## config.mk

```make
export PLATFORM = sky130hd
export DESIGN_NAME = dcpr_top
export DESIGN_NICKNAME = d
export VERILOG_FILES = /design/src/hdl/dcpr_pkg.sv /design/src/hdl/dcpr_top.sv
export SDC_FILE = /design/constraint.sdc
export NUM_CORES = 1
export LEC_CHECK = 0
export ABC_CLOCK_PERIOD_IN_PS = 5300
export BUFFER_PORTS_ARGS = -buffer_cell sky130_fd_sc_hd__clkbuf_2
export CAP_MARGIN = 20
export CORE_AREA = 5 5 105 107
export CTS_BUF_LIST = sky130_fd_sc_hd__clkbuf_8 sky130_fd_sc_hd__clkbuf_16
export CTS_CLUSTER_SIZE = 14
export DETAILED_ROUTE_END_ITERATION = 8
export DIE_AREA = 0 0 110 112
export PLACE_DENSITY = 0.8
export SYNTH_ARGS = -nofsm -noshare
export SYNTH_HDL_FRONTEND = slang
export SYNTH_SLANG_ARGS = --single-unit
```

## constraint.sdc

```tcl
create_clock -name clk_i -period 5.3 [get_ports clk_i]
set_clock_uncertainty 0.1 [all_clocks]
set_input_delay 0 -clock clk_i [delete_from_list [all_inputs] [get_ports clk_i]]
set_output_delay 0 -clock clk_i [all_outputs]
set_load 0.03 [all_outputs]
```

## src/hdl/dcpr_pkg.sv

```systemverilog
// package for the dual-channel power removal supervisor
// assumes a 20 MHz clock and a millisecond timebase derived from it
package dcpr_pkg;
   localparam int unsigned CLK_HZ = 20000000;
   localparam int unsigned TICK_MS = 1;
   localparam int unsigned TICK_CYCLES = CLK_HZ / 1000 * TICK_MS;
   localparam int unsigned MIN_HOLD_MS = 15;
   localparam logic [7:0] HOLD_MS = 8'h0f;
   localparam logic [7:0] DUAL_CHECK_MIN = 8'h0b;
   localparam logic [7:0] DUAL_CHECK_MAX = 8'h64;
   localparam logic [1:0] CLR_EDGE = 2'h1;
   localparam logic [1:0] CLR_LEVEL = 2'h2;
   localparam logic [7:0] DUAL_CHECK_RST = 8'h00;
   localparam logic ALARM_ON_OFF_RST = 1'b0;
   localparam logic [1:0] CLR_MODE_RST = 2'h1;
   localparam logic [31:0] WB_ZERO = 32'h00000000;
   // register offsets, byte addresses
   localparam logic [3:0] ADDR_CTRL = 4'h0;
   localparam logic [3:0] ADDR_STATUS = 4'h4;
   localparam logic [3:0] ADDR_IRQ_STAT = 4'h8;
   localparam logic [3:0] ADDR_IRQ_MASK = 4'hc;
   // ctrl field positions
   localparam int CTRL_CLR_MODE_LSB = 0;
   localparam int CTRL_ALARM_ON_OFF = 2;
   localparam int CTRL_DUAL_LSB = 8;
   localparam int CTRL_BRAKE_MOTOR = 16;
   // event bit positions
   localparam int EV_ENTER = 0;
   localparam int EV_RELEASE = 1;
   localparam int EV_CLEAR = 2;
   localparam int EV_DET_ALARM = 3;
   localparam int EV_CIRC_ALARM = 4;
   localparam int EV_W = 5;
   // indicator codes
   typedef enum logic [1:0] {
      IND_WHITE_ON = 2'h0,
      IND_WHITE_BLINK = 2'h1,
      IND_RED_BLINK = 2'h2
   } dcpr_ind_t;
   typedef enum logic [2:0] {
      ST_RUN = 3'b001,
      ST_REMOVED = 3'b010,
      ST_LATCHED = 3'b100
   } dcpr_state_t;
   typedef struct packed {
      logic [1:0] clr_mode;
      logic alarm_on_off;
      logic [7:0] dual_ms;
      logic brake_motor;
   } dcpr_cfg_t;
endpackage : dcpr_pkg

```

## src/hdl/dcpr_top.sv

```systemverilog
// dual-channel power removal supervisor with a wishbone classic slave
// assumes inputs synchronous to clk_i; safety inputs high = active (on)
// assumes TICK_CYCLES clocks make one millisecond; a bench may shorten it
// Behaviour
// - channel a inactive forces all upper-arm gate drives off.
// - channel b inactive forces all lower-arm gate drives off.
// - both inputs inactive enters power removal, motor unexcited.
// - inactive pulses shorter than 15 ms may be ignored.
// - alarm setting off: stop monitor on, indicator blinks white on either off.
// - entering stop from safety inputs drops the ready output.
// - entering power removal engages the brake on brake motors.
// - removal lifts only when both inputs are active.
// - active periods shorter than 15 ms may be ignored.
// - after release motor stays unexcited until stop latch cleared.
// - clear input after release clears latch, monitor off, steady white, excite.
// - clearing the stop latch reasserts the ready output.
// - clearing the stop latch releases the brake on brake motors.
// - failure monitor on only when both inputs inactive.
// - clear mode 1 judges rising edge, 2 judges level, default 1.
// - mismatch beyond 11..100 ms threshold raises circuit error; 0..10 disables.
// - alarm setting on: both off raises detection alarm, red blink, monitor off.
//
// The placing of the registers and register access over Wishbone were chosen for this implementation.
module dcpr_top #(
   parameter int unsigned TICK_CYCLES = dcpr_pkg::TICK_CYCLES
) (
   input wire logic clk_i,
   input wire logic rst_i,
   input wire logic [31:0] wb_adr_i,
   input wire logic [31:0] wb_dat_i,
   output logic [31:0] wb_dat_o,
   input wire logic wb_we_i,
   input wire logic [3:0] wb_sel_i,
   input wire logic wb_cyc_i,
   input wire logic wb_stb_i,
   output logic wb_ack_o,
   input wire logic safe_off_in_a_i,
   input wire logic safe_off_in_b_i,
   input wire logic stop_latch_clear_in_i,
   input wire logic [2:0] upper_gate_i,
   input wire logic [2:0] lower_gate_i,
   output logic [2:0] upper_gate_o,
   output logic [2:0] lower_gate_o,
   output logic excite_o,
   output logic ready_o,
   output logic brake_engage_o,
   output logic safe_fail_monitor_out_o,
   output logic stop_latch_monitor_out_o,
   output logic [1:0] status_indicator_o,
   output logic irq_o
);
   // synchroniser and filter state
   logic [1:0] sync_a_reg, sync_a_next, sync_b_reg, sync_b_next;
   logic [1:0] clr_sync_reg, clr_sync_next;
   logic clr_prev_reg, clr_prev_next;
   logic [15:0] tick_cnt_reg, tick_cnt_next;
   logic tick;
   logic both_off_reg, both_off_next, both_on_reg, both_on_next;
   logic [7:0] off_ms_reg, off_ms_next, on_ms_reg, on_ms_next;
   logic [7:0] mis_ms_reg, mis_ms_next;
   dcpr_pkg::dcpr_state_t state_reg, state_next;
   logic det_alarm_reg, det_alarm_next, circ_alarm_reg, circ_alarm_next;
   logic stop_mon_reg, stop_mon_next;
   dcpr_pkg::dcpr_cfg_t cfg_reg, cfg_next;
   logic [dcpr_pkg::EV_W-1:0] irq_stat_reg, irq_stat_next, irq_mask_reg, irq_mask_next;
   logic [dcpr_pkg::EV_W-1:0] ev;
   logic ack_reg, ack_next;
   logic [31:0] rdat_reg, rdat_next;
   logic a_on, b_on, clr_lvl, clr_hit, wr, rd;

   // saturating ms step, so a stuck input never wraps back to zero
   function automatic logic [7:0] sat_inc(input logic [7:0] v);
      sat_inc = (v == 8'hff) ? v : v + 8'h01;
   endfunction : sat_inc

   // only the second synchroniser flop is ever read
   assign a_on = sync_a_reg[1];
   assign b_on = sync_b_reg[1];
   assign clr_lvl = clr_sync_reg[1];
   assign tick = (tick_cnt_reg == 16'(TICK_CYCLES - 1));
   assign wr = wb_cyc_i && wb_stb_i && !ack_reg && wb_we_i;
   assign rd = wb_cyc_i && wb_stb_i && !ack_reg && !wb_we_i;

   // two-flop synchronisers and the millisecond timebase
   always_comb begin
      sync_a_next = {sync_a_reg[0], safe_off_in_a_i};
      sync_b_next = {sync_b_reg[0], safe_off_in_b_i};
      clr_sync_next = {clr_sync_reg[0], stop_latch_clear_in_i};
      clr_prev_next = clr_lvl;
      tick_cnt_next = tick ? 16'h0000 : tick_cnt_reg + 16'h0001;
   end

   // qualify both-off / both-on only after the 15 ms hold; glitches are dropped
   always_comb begin
      off_ms_next = (a_on || b_on) ? 8'h00 : (tick ? sat_inc(off_ms_reg) : off_ms_reg);
      on_ms_next = (a_on && b_on) ? (tick ? sat_inc(on_ms_reg) : on_ms_reg) : 8'h00;
      both_off_next = both_off_reg;
      both_on_next = both_on_reg;
      if (a_on || b_on) begin
         both_off_next = 1'b0;
      end else if (off_ms_reg >= dcpr_pkg::HOLD_MS) begin
         both_off_next = 1'b1;
      end
      if (!(a_on && b_on)) begin
         both_on_next = 1'b0;
      end else if (on_ms_reg >= dcpr_pkg::HOLD_MS) begin
         both_on_next = 1'b1;
      end
      // mismatch timer for the dual-channel check
      mis_ms_next = (a_on != b_on) ? (tick ? sat_inc(mis_ms_reg) : mis_ms_reg) : 8'h00;
   end

   // rising edge or level, per configured clear mode
   assign clr_hit = (cfg_reg.clr_mode == dcpr_pkg::CLR_LEVEL) ? clr_lvl
                                                            : (clr_lvl && !clr_prev_reg);

   // supervisor state machine and alarms
   always_comb begin
      state_next = state_reg;
      det_alarm_next = det_alarm_reg;
      circ_alarm_next = circ_alarm_reg;
      stop_mon_next = stop_mon_reg;
      ev = '0;
      unique case (state_reg)
         dcpr_pkg::ST_RUN: begin
            if (both_off_reg) begin
               state_next = dcpr_pkg::ST_REMOVED;
               ev[dcpr_pkg::EV_ENTER] = 1'b1;
            end else if (!a_on || !b_on) begin
               state_next = dcpr_pkg::ST_LATCHED; // stop latch on single-channel off
            end
         end
         dcpr_pkg::ST_REMOVED: begin
            if (both_on_reg) begin
               state_next = dcpr_pkg::ST_LATCHED;
               ev[dcpr_pkg::EV_RELEASE] = 1'b1;
            end
         end
         dcpr_pkg::ST_LATCHED: begin
            if (both_off_reg) begin
               state_next = dcpr_pkg::ST_REMOVED;
               ev[dcpr_pkg::EV_ENTER] = 1'b1;
            end else if (a_on && b_on && clr_hit) begin
               state_next = dcpr_pkg::ST_RUN;
               ev[dcpr_pkg::EV_CLEAR] = 1'b1;
            end
         end
      endcase
      // monitor sets on either input off while alarm setting disabled and holds until the clear or until the alarm setting is enabled
      if (!cfg_reg.alarm_on_off && (!a_on || !b_on)) begin
         stop_mon_next = 1'b1;
      end else if (ev[dcpr_pkg::EV_CLEAR] || cfg_reg.alarm_on_off) begin
         stop_mon_next = 1'b0;
      end
      if (cfg_reg.alarm_on_off && ev[dcpr_pkg::EV_ENTER] && !det_alarm_reg) begin
         det_alarm_next = 1'b1;
         ev[dcpr_pkg::EV_DET_ALARM] = 1'b1;
      end
      if (cfg_reg.dual_ms >= dcpr_pkg::DUAL_CHECK_MIN && cfg_reg.dual_ms <= dcpr_pkg::DUAL_CHECK_MAX
          && mis_ms_reg > cfg_reg.dual_ms && !circ_alarm_reg) begin
         circ_alarm_next = 1'b1;
         ev[dcpr_pkg::EV_CIRC_ALARM] = 1'b1;
      end
      // alarms are sticky until cleared with the stop latch
      if (ev[dcpr_pkg::EV_CLEAR]) begin
         det_alarm_next = 1'b0;
         circ_alarm_next = 1'b0;
      end
   end

   // wishbone slave: one wait state, reads of irq status clear it (set wins)
   always_comb begin
      cfg_next = cfg_reg;
      irq_mask_next = irq_mask_reg;
      irq_stat_next = irq_stat_reg;
      ack_next = wb_cyc_i && wb_stb_i && !ack_reg;
      rdat_next = dcpr_pkg::WB_ZERO;
      if (wr && wb_adr_i[3:0] == dcpr_pkg::ADDR_CTRL) begin
         if (wb_sel_i[0]) begin
            cfg_next.clr_mode = wb_dat_i[dcpr_pkg::CTRL_CLR_MODE_LSB +: 2];
            cfg_next.alarm_on_off = wb_dat_i[dcpr_pkg::CTRL_ALARM_ON_OFF];
         end
         if (wb_sel_i[1]) begin
            cfg_next.dual_ms = wb_dat_i[dcpr_pkg::CTRL_DUAL_LSB +: 8];
         end
         if (wb_sel_i[2]) begin
            cfg_next.brake_motor = wb_dat_i[dcpr_pkg::CTRL_BRAKE_MOTOR];
         end
      end
      if (wr && wb_adr_i[3:0] == dcpr_pkg::ADDR_IRQ_MASK && wb_sel_i[0]) begin
         irq_mask_next = wb_dat_i[dcpr_pkg::EV_W-1:0];
      end
      if (rd) begin
         unique case (wb_adr_i[3:0])
            dcpr_pkg::ADDR_CTRL: begin
               rdat_next[dcpr_pkg::CTRL_CLR_MODE_LSB +: 2] = cfg_reg.clr_mode;
               rdat_next[dcpr_pkg::CTRL_ALARM_ON_OFF] = cfg_reg.alarm_on_off;
               rdat_next[dcpr_pkg::CTRL_DUAL_LSB +: 8] = cfg_reg.dual_ms;
               rdat_next[dcpr_pkg::CTRL_BRAKE_MOTOR] = cfg_reg.brake_motor;
            end
            dcpr_pkg::ADDR_STATUS: begin
               rdat_next[7:0] = {circ_alarm_reg, det_alarm_reg, b_on, a_on,
                                 1'b0, state_reg};
            end
            dcpr_pkg::ADDR_IRQ_STAT: begin
               rdat_next[dcpr_pkg::EV_W-1:0] = irq_stat_reg;
               irq_stat_next = '0;
            end
            dcpr_pkg::ADDR_IRQ_MASK: begin
               rdat_next[dcpr_pkg::EV_W-1:0] = irq_mask_reg;
            end
            default: begin
               rdat_next = dcpr_pkg::WB_ZERO; // unmapped reads as zero
            end
         endcase
      end
      irq_stat_next = irq_stat_next | ev;
   end

   // synchroniser, clear edge detector and timebase flops
   always_ff @(posedge clk_i) begin
      if (rst_i) begin
         sync_a_reg <= 2'h0;
         sync_b_reg <= 2'h0;
         clr_sync_reg <= 2'h0;
         clr_prev_reg <= 1'b0;
         tick_cnt_reg <= 16'h0000;
      end else begin
         sync_a_reg <= sync_a_next;
         sync_b_reg <= sync_b_next;
         clr_sync_reg <= clr_sync_next;
         clr_prev_reg <= clr_prev_next;
         tick_cnt_reg <= tick_cnt_next;
      end
   end

   // hold filters and mismatch timer
   always_ff @(posedge clk_i) begin
      if (rst_i) begin
         both_off_reg <= 1'b0;
         both_on_reg <= 1'b0;
         off_ms_reg <= 8'h00;
         on_ms_reg <= 8'h00;
         mis_ms_reg <= 8'h00;
      end else begin
         both_off_reg <= both_off_next;
         both_on_reg <= both_on_next;
         off_ms_reg <= off_ms_next;
         on_ms_reg <= on_ms_next;
         mis_ms_reg <= mis_ms_next;
      end
   end

   // supervisor state; reset lands in latched so a clear is needed to run
   always_ff @(posedge clk_i) begin
      if (rst_i) begin
         state_reg <= dcpr_pkg::ST_LATCHED;
         det_alarm_reg <= 1'b0;
         circ_alarm_reg <= 1'b0;
         stop_mon_reg <= 1'b0;
      end else begin
         state_reg <= state_next;
         det_alarm_reg <= det_alarm_next;
         circ_alarm_reg <= circ_alarm_next;
         stop_mon_reg <= stop_mon_next;
      end
   end

   // bus-visible configuration, interrupt and answer flops
   always_ff @(posedge clk_i) begin
      if (rst_i) begin
         cfg_reg <= '{clr_mode: dcpr_pkg::CLR_MODE_RST, alarm_on_off: dcpr_pkg::ALARM_ON_OFF_RST,
                      dual_ms: dcpr_pkg::DUAL_CHECK_RST, brake_motor: 1'b0};
         irq_stat_reg <= '0;
         irq_mask_reg <= '0;
         ack_reg <= 1'b0;
         rdat_reg <= dcpr_pkg::WB_ZERO;
      end else begin
         cfg_reg <= cfg_next;
         irq_stat_reg <= irq_stat_next;
         irq_mask_reg <= irq_mask_next;
         ack_reg <= ack_next;
         rdat_reg <= rdat_next;
      end
   end

   // gate cut is combinational from the synchronised inputs so it never waits on the fsm
   assign upper_gate_o = a_on ? upper_gate_i : 3'h0;
   assign lower_gate_o = b_on ? lower_gate_i : 3'h0;
   assign excite_o = (state_reg == dcpr_pkg::ST_RUN);
   assign ready_o = (state_reg == dcpr_pkg::ST_RUN);
   // brake engages whenever unexcited on a brake motor
   assign brake_engage_o = cfg_reg.brake_motor && (state_reg != dcpr_pkg::ST_RUN);
   // failure monitor follows the synced pins, not the filtered state
   assign safe_fail_monitor_out_o = !a_on && !b_on;
   assign stop_latch_monitor_out_o = stop_mon_reg;
   assign status_indicator_o = (det_alarm_reg || circ_alarm_reg) ? dcpr_pkg::IND_RED_BLINK
                             : stop_mon_reg ? dcpr_pkg::IND_WHITE_BLINK : dcpr_pkg::IND_WHITE_ON;
   // level interrupt from sticky status and mask
   assign irq_o = |(irq_stat_reg & irq_mask_reg);
   // bus answers come straight from flops
   assign wb_ack_o = ack_reg;
   assign wb_dat_o = rdat_reg;
endmodule : dcpr_top

```

==> metrics.yaml <==
run_status:
  outcome: "finished, final reports clean"
power_and_ir_drop:
  p_leak_nw: 2.02
  cellPowerDensity_mw_per_mm2: 259
  ir_worst_vdd_uv: 110
grt:
  antenna_found_initial: 0
  met1_usage: 0.178
  busiest_layer: "met2"
  grt_max_degree: 43
  track_usage: 0.156
  grt_pass1_vias: 3622
  overflow: 0
  grt_use_met2: 0.286
  grt_use_met3: 0.0186
  grt_first_pass_wirelength_mm: 15.9
synthesis:
  synth_ff_type: "dfxtp_1"
  netlist_area_mm2: 0.00436
  synth_edf_count: 0
  synth_warnings: 0
  ys_seq_area_frac: 0.436
  synth.ff_latch_count: 95
  post_synth.cell_area_avg_um2: 8.89
  synthCells: 491
  ys_async_sr_fraction: 0
  ys_types: 54
die:
  core_region_area_mm2: 0.0100
  dieHeight_um: 112
  die_w_um: 110
  io_pins: 129
  dieArea_mm2: 0.0123
  row_count: 37
  start_util: 0.434
clock_tree:
  clk_pin_slew_worst_paths_ns: 0.10
  root_buffer: "clkbuf_8"
  htreeDepth: 3
  post_cts.repair.setup_buffers: 0
  clkLatencyLatePin_ns: 0.36
  numCtsBuffers: 9
  cts_tree: "built"
  max-clock-path-buffers: 2
  cts_resized: 0
  cts_sinks: 95
sta:
  rsz0062_at_grt: "no"
  setup_tns_ns: 0
  slew_headroom: 0.443
  hold_viol: 0
  worst_slack_ns: 2.42
  fin_crit_sh: 0.544
  drv_slew: 0
  fin_crit_ns: 2.88
  setup_viol: 0
  max_freq_mhz: 347
  worst_slew_pin_slew_ns: 0.836
cells_and_area:
  fill_cells: 843
  fin_nets: 678
  syn_to_final_growth_pct: 21.9
  drive_gt1_frac: 0.167
  antenna_cells: 0
  most-common-layout-cells: "95 x dfxtp_1, 66 x clkbuf_2, 58 x nor2_1, 35 x dlygate4sd3_1, 32 x nand3_1"
  largest_reg_flops: 17
  layout_commonest_cell: "dfxtp_1"
setup_path:
  worst_path_most_repeated_cell: "dlygate4sd3_1"
  crit_family: "buffers and inverters"
  critPathSlowestCell: "dlygate4sd3_1"
  crit_arrival_ns: 3.08
  worstSetupStartpointType: "input pin"
  worst_ep_required_time_ns: 5.50
  crit_chain: "dlygate4sd3_1 > clkbuf_2 > nor4_4 > and3_1 > nand3_1 > dlygate4sd3_1 > a21oi_1 > dlygate4sd3_1"
  slowest_delay_ns: 0.58
  critPathMaxFanout: 15
  cp-end-kind: "register"
  path_class: "input pin to register"
  worstSetupStartpoint: "wb_adr_i[3]"
  path_buf_inv: 4
  rr_startpoint: "wb_ack_o"
route:
  ant_nets: 0
  drt_iter0_drc: 262
  viasPerCell: 5.12
  drt_wl_total_mm: 9.79
  dr.pass1.iters: 4
  wl_per_cell_um: 13.5
  post-route-drc-count: 0
  via_count: 3701
placement:
  hpwlAfterDp_mm: 6.69
  portBuffers: 66
  post-place-ws_ns: 2.88
  gp_congestion: 0.890
flow_run:
  timing.max_cap.violations: 0
hold_path:
  hp-class: "input pin to register"
  hold_start: "wb_cyc_i"
==> worst reg2reg max path, cell delays in order, from the launching register on <==
cell	delay, ns
dfxtp_1	0.32
and3b_1	0.32
and3_1	0.53
nand3_1	0.16
dlygate4sd3_1	0.58
a21oi_1	0.12
dlygate4sd3_1	0.58
==> layer usage <==
layer  part of all wire  wire length (um)  vias up
met5                  0                 0        -
met4              0.018               181        0
met3              0.040               392       17
met2               0.52              5130       90
met1               0.42              4090     1745
li1                   -                 -     1849
==> cell families (layout without fill, tap and decap cells) <==
kind of cell / count (synthesis) / in the layout / share of synthesized area
AND/OR/NAND/NOR: 224 / 224 / 0.284
flip-flops: 95 / 95 / 0.436
AO/OA/AOI/OAI: 62 / 62 / 0.0869
buffers and inverters: 52 / 134 / 0.0608
XOR/XNOR: 30 / 30 / 0.0602
adder cells (fa/ha/maj): 14 / 14 / 0.0401
multiplexers: 13 / 13 / 0.0313
other: 1 / 15 / 0.000860
==> synthesized netlist by cell type, drive strengths merged (2+ instances only) <==
library cell  count  area share
nand2            31       0.027
nor2             58       0.050
clkbuf           12       0.010
ha               14       0.040
inv              17       0.015
a22oi             7       0.012
mux2              5       0.013
and2             19       0.027
nor4b             5       0.014
dfxtp            95        0.44
o21ai             7      0.0080
xor2             14       0.028
nand4            12       0.017
nor2b            12       0.017
mux2i             8       0.018
and3             12       0.017
a31oi             3      0.0043
and4              3      0.0063
buf              23       0.036
nand3            32       0.037
nand2b            8       0.011
a21oi            31       0.036
a21boi            2      0.0034
xnor2            16       0.032
o31ai             2      0.0034
or3               3      0.0043
nand3b            6       0.010
o211ai            2      0.0034
nor3              6      0.0069
nor4              9       0.022
==> what timing repair did <==
item,in CTS,in global routing
hold buffers,35,0
endpoints found under the setup margin,0,0
hold endpoints to repair,25,0
==> final timing paths <==
kind,endpoint,slack [ns],cells past startpoint
setup reg to reg,cfg_reg[9],2.52,6
hold / removal,wb_ack_o,0.03,3
setup / recovery,cfg_reg[9],2.42,8
hold reg to reg,sync_b_reg[1],0.34,1
==> area by class of cell <==
cell class,instances,area (um^2),share of cell area
multi-input combinational,358,2250,0.423
inverter,17,63.8,0.0120
tap,136,170,0.0320
clock inverter,6,116,0.0219
clock buffer,10,138,0.0259
sequential,95,1900,0.358
timing repair buffer,101,681,0.128
==> stage by stage <==
stage	area [um^2]	hold WS [ns]	utilization	total power [W]	cells
2_1_floorplan	4420	0.0282	-	0.000791	505
3_3_place_gp	4710	0.116	0.469	0.000803	672
3_5_place_dp	4710	0.127	0.469	0.000805	672
4_1_cts	5320	0.00585	0.529	0.00139	723
5_1_grt	5320	0.0278	0.529	0.00143	723
6_report	5320	0.0253	0.529	0.00138	723
==> power breakdown <==
group          total (W)  switching (W)  internal, W
clock           0.000578       0.000249     0.000330
combinational  0.0000792      0.0000491    0.0000301
sequential      0.000723     0.00000445     0.000718
total            0.00138       0.000302      0.00108
(Power assumes the default switching activity.)
